`config.mk`:
```
export PLATFORM = sky130hd
export DESIGN_NAME = driver_test_selftest_ext
export DESIGN_NICKNAME = d
export VERILOG_FILES = /design/src/logic/drvtest_pkg.sv /design/src/logic/fault_tally.sv /design/src/logic/gap_timer.sv /design/src/logic/driver_test_selftest_ext.sv
export SDC_FILE = /design/constraint.sdc
export NUM_CORES = 1
export LEC_CHECK = 0
export BUFFER_PORTS_ARGS = -buffer_cell sky130_fd_sc_hd__buf_2
export CELL_PAD_IN_SITES_DETAIL_PLACEMENT = 1
export CELL_PAD_IN_SITES_GLOBAL_PLACEMENT = 1
export CORE_UTILIZATION = 38
export DETAILED_ROUTE_END_ITERATION = 8
export PLACE_DENSITY = 0.77
export SYNTH_ARGS = -nofsm -noshare
export SYNTH_HDL_FRONTEND = slang
export SYNTH_HIERARCHICAL = 1
export SYNTH_SLANG_ARGS = --single-unit
```
`constraint.sdc`:
```
create_clock -name pclk -period 2.2 [get_ports pclk]
set_input_delay 0.22 -clock pclk [delete_from_list [all_inputs] [get_ports pclk]]
set_output_delay 0.22 -clock pclk [all_outputs]
set_load 0.01 [all_outputs]
```
`src/logic/drvtest_pkg.sv`:
```
// Package: register map, field layout, timing and types of the driver test block
package drvtest_pkg;

  // Register index as printed; byte address is four times the index
  localparam logic [7:0]  REG_IDX           = 8'h1B;
  localparam logic [11:0] REG_ADDR          = {2'b00, REG_IDX, 2'b00};
  localparam int          ADDR_W            = 12;
  localparam int          DATA_W            = 32;

  // Field positions
  localparam int          TALLY_LSB         = 8;
  localparam int          TALLY_MSB         = 15;
  localparam int          SPARE7_BIT        = 7;
  localparam int          CLK_FORCE_BIT     = 6;
  localparam int          NONSTOP_BIT       = 5;
  localparam int          PAT_EN_BIT        = 4;
  localparam int          PULLUP_BIT        = 3;
  localparam int          SPACING_BIT       = 2;
  localparam int          PICK_LSB          = 0;
  localparam int          PICK_MSB          = 1;

  // Reset values and tally maximum
  localparam logic [7:0]  TALLY_RST         = 8'h00;
  localparam logic [7:0]  TALLY_MAX         = 8'hFF;
  localparam logic        CTRL_BIT_RST      = 1'b0;
  localparam logic [1:0]  PICK_RST          = 2'b00;

  // Timing: clock period and gap times in ns, counts derived
  localparam int          CLK_PERIOD_NS     = 4;
  localparam int          GAP_SHORT_NS      = 10000;
  localparam int          GAP_LONG_NS       = 15000;
  localparam int          GAP_CNT_W         = 12;
  localparam logic [GAP_CNT_W-1:0] GAP_SHORT_CYC = GAP_CNT_W'(GAP_SHORT_NS / CLK_PERIOD_NS);
  localparam logic [GAP_CNT_W-1:0] GAP_LONG_CYC  = GAP_CNT_W'(GAP_LONG_NS / CLK_PERIOD_NS);

  // Driver pattern encodings
  typedef enum logic [1:0] {
    PICK_DATA_END_FIRST  = 2'b00,
    PICK_DATA_END_SECOND = 2'b01,
    PICK_LINK_PULSE      = 2'b10,
    PICK_SINE_TONE       = 2'b11
  } pattern_pick_e;

  // APB request from the master
  typedef struct packed {
    logic              psel;
    logic              penable;
    logic              pwrite;
    logic [ADDR_W-1:0] paddr;
    logic [DATA_W-1:0] pwdata;
  } apb_req_s;

  // APB answer to the master
  typedef struct packed {
    logic              pready;
    logic [DATA_W-1:0] prdata;
    logic              pslverr;
  } apb_rsp_s;

endpackage : drvtest_pkg

```
`src/logic/fault_tally.sv`:
```
// Saturating tally of errored receive nibbles during packet self test
`timescale 1ns/1ns
`default_nettype none
module fault_tally (
  // Clock and reset
  input  wire logic       pclk,
  input  wire logic       presetn,
  // Control
  input  wire logic       clear,
  input  wire logic       bump,
  // Count
  output logic [7:0]      count
);
  import drvtest_pkg::*;

  logic [7:0] count_q;  // Running tally
  logic [7:0] count_d;  // Next tally

  // Clear restarts from zero, but a bump in the same cycle still counts
  always_comb begin
    count_d = count_q;
    if (clear) begin
      count_d = bump ? 8'h01 : TALLY_RST;
    end else if (bump && (count_q != TALLY_MAX)) begin
      count_d = count_q + 8'h01;
    end
  end

  // Register stage
  always_ff @(posedge pclk or negedge presetn) begin
    if (!presetn) begin
      count_q <= TALLY_RST;
    end else begin
      count_q <= count_d;
    end
  end

  assign count = count_q;

endmodule : fault_tally
`default_nettype wire

```
`src/logic/gap_timer.sv`:
```
// Down counter that times the quiet gap between driver test sequences
`timescale 1ns/1ns
`default_nettype none
module gap_timer (
  // Clock and reset
  input  wire logic       pclk,
  input  wire logic       presetn,
  // Control
  input  wire logic       start,
  input  wire logic       long_gap,
  input  wire logic       abort,
  // Status
  output logic            busy,
  output logic            done
);
  import drvtest_pkg::*;

  logic [GAP_CNT_W-1:0] cnt_q;   // Cycles left in the gap
  logic [GAP_CNT_W-1:0] cnt_d;
  logic                 busy_q;  // Gap in progress
  logic                 busy_d;

  // Load on start; last cycle of the gap is the one where the count is zero
  always_comb begin
    cnt_d  = cnt_q;
    busy_d = busy_q;
    if (abort) begin
      busy_d = 1'b0;
    end else if (start) begin
      cnt_d  = (long_gap ? GAP_LONG_CYC : GAP_SHORT_CYC) - GAP_CNT_W'(1);
      busy_d = 1'b1;
    end else if (busy_q) begin
      if (cnt_q == '0) begin
        busy_d = 1'b0;
      end else begin
        cnt_d = cnt_q - GAP_CNT_W'(1);
      end
    end
  end

  // Register stage
  always_ff @(posedge pclk or negedge presetn) begin
    if (!presetn) begin
      cnt_q  <= '0;
      busy_q <= 1'b0;
    end else begin
      cnt_q  <= cnt_d;
      busy_q <= busy_d;
    end
  end

  assign busy = busy_q;
  assign done = busy_q && (cnt_q == '0) && !abort;

endmodule : gap_timer
`default_nettype wire

```
`src/logic/driver_test_selftest_ext.sv`:
```
// Driver test and self-test extension register with its pattern sequencer
//
// Local design decision: register access over APB.
`timescale 1ns/1ns
`default_nettype none

// Notes on behaviour
// Count errored nibbles into read-only upper byte
// Self-test restart clears the fault tally
// Tally sticks at FFh, never wraps
// Clock force bit drives both media clocks
// RMII slave default keeps media clocks off
// Nonstop bit gives continuous pseudorandom transmit
// Software disables babble guard before 10Mb nonstop
// Pattern enable replaces normal 10Mb driver output
// Pull-up bit enables pull-up; hardware reset only
// Shared management bus: leave pull-up off
// Gap between sequences 15us or 10us
// Pick field selects data, pulses or tone
// Tally counts only while self test checks
module driver_test_selftest_ext (
  // Clock and reset
  input  wire logic                  pclk,
  input  wire logic                  presetn,
  // APB slave
  input  wire drvtest_pkg::apb_req_s apb_req,
  output var  drvtest_pkg::apb_rsp_s apb_rsp,
  // Device-wide soft reset pulse
  input  wire logic                  soft_reset,
  // Packet self test status from the main control logic
  input  wire logic                  selftest_start,
  input  wire logic                  selftest_run,
  input  wire logic                  selftest_checking,
  input  wire logic                  nibble_error,
  // MAC interface mode
  input  wire logic                  rmii_slave_mode,
  // Line driver handshake
  input  wire logic                  drv_seq_done,
  // Media clock enables
  output logic                       tx_clk_en,
  output logic                       rx_clk_en,
  // Management line pull-up
  output logic                       mgmt_pullup_en,
  // Self-test transmitter control
  output logic                       nonstop_tx,
  // Driver pattern control
  output logic                       drv_pattern_override,
  output logic [1:0]                 drv_pattern_kind,
  output logic                       drv_seq_go,
  output logic                       drv_in_gap
);
  import drvtest_pkg::*;

  typedef enum logic [1:0] {PAT_IDLE, PAT_SEND, PAT_GAP} pat_state_e;

  // Software control bits
  logic       spare7_q, spare7_d;              // Reserved, stored as written
  logic       clk_force_q, clk_force_d;        // Media clock force
  logic       nonstop_q, nonstop_d;            // Self-test nonstop mode
  logic       pat_en_q, pat_en_d;              // Driver pattern enable
  logic       pullup_q, pullup_d;              // Management pull-up
  logic       spacing_q, spacing_d;            // Long gap select
  logic [1:0] pick_q, pick_d;                  // Driver pattern pick

  // APB answer state
  apb_rsp_s   rsp_q, rsp_d;                    // Registered answer
  logic       hit;                             // Address decodes to our register
  logic       do_write;                        // Write completes this edge
  logic [15:0] reg_view;                       // Register as read

  // Fault tally
  logic [7:0] tally;                           // Saturating error count
  logic       tally_bump;                      // Qualified error

  // Pattern sequencer
  pat_state_e pat_q, pat_d;                    // Sequencer state
  logic       go_q, go_d;                      // Sequence start pulse
  logic       gap_start;                       // Enter gap
  logic       gap_long_q, gap_long_d;          // Gap length latched at start
  logic       gap_busy;                        // Timer running
  logic       gap_done;                        // Last gap cycle
  logic       pat_abort;                       // Pattern switched off

  // Outputs
  logic       tx_clk_q, tx_clk_d;
  logic       rx_clk_q, rx_clk_d;
  logic       nonstop_tx_q, nonstop_tx_d;
  logic       override_q, override_d;
  logic [1:0] kind_q, kind_d;
  logic       in_gap_q, in_gap_d;

  // Decode; a write lands only at the edge that sees pready high
  assign hit      = (apb_req.paddr == REG_ADDR);
  assign do_write = apb_req.psel && apb_req.penable && rsp_q.pready && apb_req.pwrite && hit;
  assign reg_view = {tally, spare7_q, clk_force_q, nonstop_q, pat_en_q, pullup_q, spacing_q, pick_q};

  // APB answer: one wait state so every answer comes from a flop
  always_comb begin
    rsp_d = '0;
    if (apb_req.psel && apb_req.penable && !rsp_q.pready) begin
      rsp_d.pready  = 1'b1;
      rsp_d.pslverr = !hit;                    // Unmapped address errors
      if (!apb_req.pwrite && hit) begin
        rsp_d.prdata = {16'h0000, reg_view};
      end
    end
  end

  // Control bits: writes, and soft reset that spares the pull-up bit
  always_comb begin
    spare7_d    = spare7_q;
    clk_force_d = clk_force_q;
    nonstop_d   = nonstop_q;
    pat_en_d    = pat_en_q;
    pullup_d    = pullup_q;
    spacing_d   = spacing_q;
    pick_d      = pick_q;
    if (soft_reset) begin
      // Pull-up survives soft reset; only presetn or a write of zero clears it
      spare7_d    = CTRL_BIT_RST;
      clk_force_d = CTRL_BIT_RST;
      nonstop_d   = CTRL_BIT_RST;
      pat_en_d    = CTRL_BIT_RST;
      spacing_d   = CTRL_BIT_RST;
      pick_d      = PICK_RST;
    end else if (do_write) begin
      spare7_d    = apb_req.pwdata[SPARE7_BIT];
      clk_force_d = apb_req.pwdata[CLK_FORCE_BIT];
      nonstop_d   = apb_req.pwdata[NONSTOP_BIT];
      pat_en_d    = apb_req.pwdata[PAT_EN_BIT];
      spacing_d   = apb_req.pwdata[SPACING_BIT];
      pick_d      = apb_req.pwdata[PICK_MSB:PICK_LSB];
    end
    if (do_write && !soft_reset) begin
      pullup_d = apb_req.pwdata[PULLUP_BIT];
    end
  end

  // Register stage for control bits and the bus answer
  always_ff @(posedge pclk or negedge presetn) begin
    if (!presetn) begin
      spare7_q    <= CTRL_BIT_RST;
      clk_force_q <= CTRL_BIT_RST;
      nonstop_q   <= CTRL_BIT_RST;
      pat_en_q    <= CTRL_BIT_RST;
      pullup_q    <= CTRL_BIT_RST;
      spacing_q   <= CTRL_BIT_RST;
      pick_q      <= PICK_RST;
      rsp_q       <= '0;
    end else begin
      spare7_q    <= spare7_d;
      clk_force_q <= clk_force_d;
      nonstop_q   <= nonstop_d;
      pat_en_q    <= pat_en_d;
      pullup_q    <= pullup_d;
      spacing_q   <= spacing_d;
      pick_q      <= pick_d;
      rsp_q       <= rsp_d;
    end
  end

  // Errors outside the checking window are dropped
  assign tally_bump = nibble_error && selftest_checking;

  // Saturating counter, cleared on each self-test start
  fault_tally u_tally (
    .pclk    (pclk),
    .presetn (presetn),
    .clear   (selftest_start),
    .bump    (tally_bump),
    .count   (tally)
  );

  // Gap timer; sine tone never pauses, so it never starts the timer
  assign pat_abort = !pat_en_q;
  assign gap_start = (pat_q == PAT_SEND) && drv_seq_done && pat_en_q && (pick_q != PICK_SINE_TONE);

  gap_timer u_gap (
    .pclk     (pclk),
    .presetn  (presetn),
    .start    (gap_start),
    .long_gap (spacing_q),
    .abort    (pat_abort),
    .busy     (gap_busy),
    .done     (gap_done)
  );

  // Pattern sequencer: send, wait for the driver, rest, send again
  always_comb begin
    pat_d      = pat_q;
    go_d       = 1'b0;
    gap_long_d = gap_long_q;
    case (pat_q)
      PAT_IDLE: begin
        if (pat_en_q) begin
          pat_d = PAT_SEND;
          go_d  = 1'b1;
        end
      end
      PAT_SEND: begin
        if (!pat_en_q) begin
          pat_d = PAT_IDLE;
        end else if (gap_start) begin
          pat_d      = PAT_GAP;
          gap_long_d = spacing_q;
        end
      end
      PAT_GAP: begin
        if (!pat_en_q) begin
          pat_d = PAT_IDLE;
        end else if (gap_done) begin
          pat_d = PAT_SEND;
          go_d  = 1'b1;
        end
      end
      default: begin
        pat_d = PAT_IDLE;
      end
    endcase
  end

  // Output decisions, all registered
  always_comb begin
    // Forced clocks win; otherwise RMII slave keeps them off
    tx_clk_d     = clk_force_q || !rmii_slave_mode;
    rx_clk_d     = clk_force_q || !rmii_slave_mode;
    // Nonstop only matters while self test itself runs
    nonstop_tx_d = nonstop_q && selftest_run;
    override_d   = pat_en_q;
    kind_d       = pat_en_q ? pick_q : PICK_DATA_END_FIRST;
    in_gap_d     = (pat_d == PAT_GAP);
  end

  // Register stage for sequencer and outputs
  always_ff @(posedge pclk or negedge presetn) begin
    if (!presetn) begin
      pat_q        <= PAT_IDLE;
      go_q         <= 1'b0;
      gap_long_q   <= 1'b0;
      tx_clk_q     <= 1'b0;
      rx_clk_q     <= 1'b0;
      nonstop_tx_q <= 1'b0;
      override_q   <= 1'b0;
      kind_q       <= PICK_RST;
      in_gap_q     <= 1'b0;
    end else begin
      pat_q        <= pat_d;
      go_q         <= go_d;
      gap_long_q   <= gap_long_d;
      tx_clk_q     <= tx_clk_d;
      rx_clk_q     <= rx_clk_d;
      nonstop_tx_q <= nonstop_tx_d;
      override_q   <= override_d;
      kind_q       <= kind_d;
      in_gap_q     <= in_gap_d;
    end
  end

  // Port drives
  assign apb_rsp              = rsp_q;
  assign tx_clk_en            = tx_clk_q;
  assign rx_clk_en            = rx_clk_q;
  assign mgmt_pullup_en       = pullup_q;
  assign nonstop_tx           = nonstop_tx_q;
  assign drv_pattern_override = override_q;
  assign drv_pattern_kind     = kind_q;
  assign drv_seq_go           = go_q;
  assign drv_in_gap           = in_gap_q;

  // Helper: cycles spent in the current gap, read only by checks
  logic [GAP_CNT_W-1:0] gap_seen_q;
  always_ff @(posedge pclk or negedge presetn) begin
    if (!presetn) begin
      gap_seen_q <= '0;
    end else begin
      gap_seen_q <= (pat_q == PAT_GAP) ? gap_seen_q + GAP_CNT_W'(1) : '0;
    end
  end
endmodule : driver_test_selftest_ext
`default_nettype wire

```
# [Word-level counts from Yosys, hierarchy flattened]
# Index checks and enable logic that the tools add are counted.
[word_totals] ff_bits=72 output_inout_bits=43 elab_cells=93
[classes] n_addsub=3 eq_ne=7 mux=36 n_reduce_logical=27
[op_table] op="$mux 12" count=3
[op_table] op="$mux 34" count=1
[op_table] op="$sub 12x1->12 const B" count=2
[op_table] op="$mux 1" count=18
[op_table] op="$mux 16" count=1
[op_table] op="$mux 2" count=8
[op_table] op="$mux 8" count=2
[op_table] op="$logic_and 1x1->1" count=15
[op_table] op="$eq 12x7->1 const B" count=1
[op_table] op="$logic_not 12->1" count=1
[op_table] op="$mux 11" count=1
[op_table] op="$add 8x1->8 const B" count=1
[op_table] op="$ne 8x8->1 const B" count=1
[op_table] op="$pmux 2 s3" count=1
[op_table] op="$reduce_bool 2->1" count=3
[op_table] op="$logic_not 1->1" count=5
[op_table] op="$eq 2x2->1 const B" count=2
[op_table] op="$ne 2x2->1 const B" count=2
[op_table] op="$reduce_and 3->1" count=1
[op_table] op="$eq 2x1->1 const B" count=1
[op_table] op="$logic_not 2->1" count=1
[op_table] op="$pmux 1 s2" count=1
[op_table] op="$logic_or 1x1->1" count=1

# [Depth between registers and ports, before layout]
[depth] ltp_word=8 ltp_mapped=11

# [Modules after synthesis]
# Netlist, hierarchy kept.
[modules_own_cells] module="driver_test_selftest_ext" n_inst=1 cells_per_inst=108 area_each_um2=1420.1 seq_area_each_um2=875.8
[modules_own_cells] module="gap_timer" n_inst=1 cells_per_inst=89 area_each_um2=870.8 seq_area_each_um2=325.3
[modules_own_cells] module="fault_tally" n_inst=1 cells_per_inst=47 area_each_um2=473.0 seq_area_each_um2=200.2

# [Least setup slack after synthesis]
# Ideal clock, no wire load.
[synth_path] path_kind="reg-to-reg" start="register pat_en_q (netlist: override_d)" end="register u_gap.cnt_q[10]" t_arrival_ns=1.953 required_ns=2.131 path_slack_ns=0.179 stages_incl_launch_ff=11 path_buffers=3 synth_period_minus_slack_ns=2.021 cell_sequence="dfrtp_1 > inv_1 > nor3_1 > buf_6 > buf_6 > o21a_1 > ha_1 > and3_1 > buf_6 > a311o_1 > nand3_1"
[synth_between] elab_chain_len=4
[synth_lines] element="from (decl)" line_no="driver_test_selftest_ext.sv:60" source="logic pat_en_q, pat_en_d;"
[synth_lines] element="from (signal assigned)" line_no="driver_test_selftest_ext.sv:154" source="pat_en_q <= pat_en_d;"
[synth_lines] element="$logic_and 1x1->1 (*) (2 in a row)" line_no="driver_test_selftest_ext.sv:176" source="assign gap_start = (pat_q == PAT_SEND) && drv_seq_done && pat_en_q && (pick_q != PICK_SINE_TONE);"
[synth_lines] element="named net gap_start" line_no="driver_test_selftest_ext.sv:78" source="logic gap_start;"
[synth_lines] element="$ne 2x2->1 (no line) or $reduce_bool 2->1 (tied branches)"
[synth_lines] element="$reduce_and 3->1 (no line)"
[synth_lines] element="to (signal assigned)" line_no="gap_timer.sv:47" source="cnt_q <= cnt_d;"
[synth_lines] element="to (decl)" line_no="gap_timer.sv:18" source="logic [GAP_CNT_W-1:0] cnt_q;"
# Mark *: on every way through the listed nets, which the timed path passes. The rest lies on a longest branch.
# A chain may end at the register's enable or synchronous reset.

# [Worst setup path in the final report]
[layout_path] start="register pick_q[1]" end="register u_gap.cnt_q[2]"
[layout_between] elab_chain_len=4
[layout_lines] element="from (decl)" line_no="driver_test_selftest_ext.sv:63" source="logic [1:0] pick_q, pick_d;"
[layout_lines] element="from (signal assigned)" line_no="driver_test_selftest_ext.sv:157" source="pick_q <= pick_d;"
[layout_lines] element="$ne 2x2->1 (*)" line_no="driver_test_selftest_ext.sv:176"
[layout_lines] element="$logic_and 1x1->1 (*)" line_no="driver_test_selftest_ext.sv:176"
[layout_lines] element="named net gap_start" line_no="driver_test_selftest_ext.sv:78"
[layout_lines] element="$ne 2x2->1 (no line) or $reduce_bool 2->1 (tied branches)"
[layout_lines] element="$reduce_and 3->1 (no line)"
# Marks and branches as above.

==> impl_metrics.toml <==
[critical_path]
crit_type = "reg2reg"
crit_path_start = "pick_q[1]"
r2r_end = "u_gap/cnt_q[2]"
startpoint_type = "flip-flop"
r2r-start = "pick_q[1]"
worstPathArrival_ps = 2280
ff2ff_path_depth = 12
cp.required_ps = 2400
endpoint = "u_gap/cnt_q[2]"
crit_fanout = 5
r2r_slack_ps = 120
endpoint_kind = "flip-flop"

[sta]
rsz0062_at_grt = "false"
fmax_mhz = 480
layout_min_cycle_time_ps = 2080
slew_violations = 0
hold_viol_final = 0
period_share_pct = 94.6
worst_slew_pin_slew_ps = 515
slew_headroom_pct = 65.4
finClkSkew_ps = 8.14
final-setup-viol-count = 0
final.setup.tns_ps = 0

[clock_network]
cts_tree = "yes"
cts_made_buffers = 5
clock_path_buffers = 2
cts_root_buf = "clkbuf_8"
cts.clk_slew.worst_paths_ps = 100
cts_sinks = 56
clock_latency_ps = 300
htreeDepth = 2

[grt]
grt_max_degree = 36
antenna_found_initial = 0
grt_pass1_wl_um = 10800
grt-ovfl-total = 0
grtUsageTotal_pct = 18.6
grt_pass1_vias = 2200

[power_and_ir_drop]
intPower_uw = 1300
pwr-share-comb_pct = 6.0
irDropWorstVdd_uv = 264
switching_share_pct = 23.4
power_leakage_uw = 0.00161
clkPwrFrac_pct = 32.7
pwr-share-seq_pct = 61.3
power.density_nw_per_um2 = 521
p_switching_uw = 398
finalPower_uw = 1700

[cells_and_area]
final_common_cell = "buf_2"
multiInputGateArea_um2 = 1210
drive_gt1_share_pct = 35.6
n_antenna_cell = 0
nets = 372
layout.cells.non_filler = 411
layout_common_cells = "buf_2 (58), dfrtp_1 (56), and2_1 (19)"
utilization_pct = 47.2
seqCellArea_um2 = 1400
area_growth_pct = 18.1
n_fill_cell = 817

[logic_synthesis]
ys_seq_area_share_pct = 50.7
synth_edf_count = 0
synth_area_um2 = 2760
yosysWarningCount = 6
netlist_instances = 244
synth_cell_types = 63
synthArstFlopShare_pct = 100
ys_ff_latch = 56
syn_avg_cell_area_um2 = 11.3
synthFlopType = "dfrtp_1"

[placement]
dpl.hpwl_um = 4910
dp.cells = 397
gp_congestion = 0.766
portBuffers = 58

[floorplanning]
initial_core_util_pct = 40.0
num_io_pins = 99
coreArea_um2 = 6910
dieWidth_um = 87.3
rows = 30
chipHeight_um = 87.3
dieArea_um2 = 7620

[route]
wl_per_cell_um = 16.1
drt_first_pass_iters = 4
via_per_inst = 5.08
ant_nets = 0
drt_iter0_markers = 78
drc_errors = 0
drt-total-wl_um = 6630
vias = 2088

[min_path]
hold_class = "in2reg"

[run_status]
status = "complete, no violations"

[run]
cap_violations = 0
[final cells by class]
type,instances,share of cell area (%)
sequential,56,42.9
clock inverter,2,0.422
tap,96,3.68
clock buffer,6,2.22
inverter,10,1.15
multi-input combinational,169,37.0
timing repair buffer,72,12.6
[power by group through the flow]
stage | clock network [uW] | registers [uW] | logic (uW)
5_1_grt | 618 | 1040 | 115
6_report | 557 | 1040 | 102
3_5_place_dp | 0 | 1060 | 102
4_1_cts | 585 | 1040 | 104
3_3_place_gp | 0 | 1060 | 99.0
2_1_floorplan | 0 | 1060 | 58.6
[cells by family (layout without fill, tap and decap cells)]
logic type | after synthesis | in the layout | share of synthesized area (%)
AND/OR/NAND/NOR | 94 | 94 | 23.0
multiplexers | 2 | 2 | 0.905
XOR/XNOR | 1 | 1 | 0.317
buffers and inverters | 34 | 90 | 8.19
other | 1 | 16 | 0.136
adder cells (fa/ha/maj) | 2 | 2 | 0.905
flip-flops | 56 | 56 | 50.7
AO/OA/AOI/OAI | 54 | 54 | 15.8
[flip-flops by register name, indices dropped and copies added, names as in the netlist]
| signal | count |
|---|---|
| drv_seq_go | 1 |
| u_gap/cnt_q | 12 |
| nonstop_tx | 1 |
| drv_in_gap | 1 |
| u_gap/busy | 1 |
| drv_pattern_override | 1 |
| spacing_q | 1 |
| pat_q | 2 |
| u_tally/count | 8 |
| spare7_q | 1 |
| drv_pattern_kind | 2 |
| override_d | 1 |
| clk_force_q | 1 |
| mgmt_pullup_en | 1 |
| rx_clk_en | 1 |
| nonstop_q | 1 |
| apb_rsp | 18 |
| pick_q | 2 |
[metrics by stage]
stage	area, um^2	setup WS, ps	hold WS (ps)
after global placement	3110	66.8	222
after floorplan	2820	179	-75.6
after CTS	3230	29.7	55.7
after detailed placement	3110	1.17	222
after global routing	3260	9.46	72.1
final	3260	119	63.8
[per-layer routing]
metal / vias up / wire length (um) / global-route usage (%)
met4: 0 / 46 / 5.22
li1: 984 / - / -
met1: 1071 / 2800 / 22.5
met5: - / 0 / 0
met2: 29 / 3640 / 34.0
met3: 4 / 149 / 3.03
[worst min-delay path by stage]
stage / from / to / slack, ps / cells past startpoint
2_1_floorplan: presetn / apb_rsp[0] / -80 / 0
3_3_place_gp: presetn / apb_rsp[33] / 220 / 1
3_5_place_dp: presetn / drv_pattern_kind[0] / 220 / 1
4_1_cts: rmii_slave_mode / rx_clk_en / 60 / 2
5_1_grt: rmii_slave_mode / rx_clk_en / 70 / 2
6_report: rmii_slave_mode / rx_clk_en / 60 / 2
[worst max-delay path, stage by stage (launching register included)]
cell	delay, ps
dfrtp_1	420
nand2_1	90
nand3_2	100
nor3_2	120
buf_4	160
buf_4	120
nand2b_1	120
ha_1	180
buf_4	150
nand2b_1	50
o21ai_0	130
o21ai_0	100
a31o_2	220
[synthesized netlist by cell type (2+ instances only)]
cell type | count | area (um^2)
a211oi_1 | 2 | 15.0
buf_4 | 18 | 135
inv_1 | 10 | 37.5
a22o_2 | 7 | 70.1
nor3_4 | 2 | 32.5
nand3_1 | 5 | 25.0
a31oi_1 | 3 | 18.8
and4bb_2 | 2 | 25.0
and2_1 | 19 | 119
nor2b_1 | 3 | 18.8
nor2_1 | 11 | 41.3
o21ai_0 | 6 | 30.0
nor3_2 | 2 | 20.0
dfrtp_1 | 56 | 1400
nor3_1 | 5 | 25.0
o21a_1 | 4 | 30.0
nand4_1 | 4 | 25.0
a211o_1 | 3 | 26.3
buf_6 | 4 | 45.0
a21oi_1 | 9 | 45.0
a22o_1 | 2 | 17.5
ha_1 | 2 | 25.0
or3_1 | 3 | 18.8
and3_1 | 3 | 18.8
nand2b_1 | 9 | 56.3
or2_2 | 2 | 12.5
a41oi_1 | 2 | 17.5
a311oi_1 | 3 | 26.3
nand2_1 | 9 | 33.8
[what timing repair did]
item	CTS	global route
hold endpoints to repair	21	0
setup buffers	2	3
gates resized for setup	0	4
hold buffers	1	0
setup endpoints to repair	2	4
No activity file was read; power rests on OpenSTA's default activity.
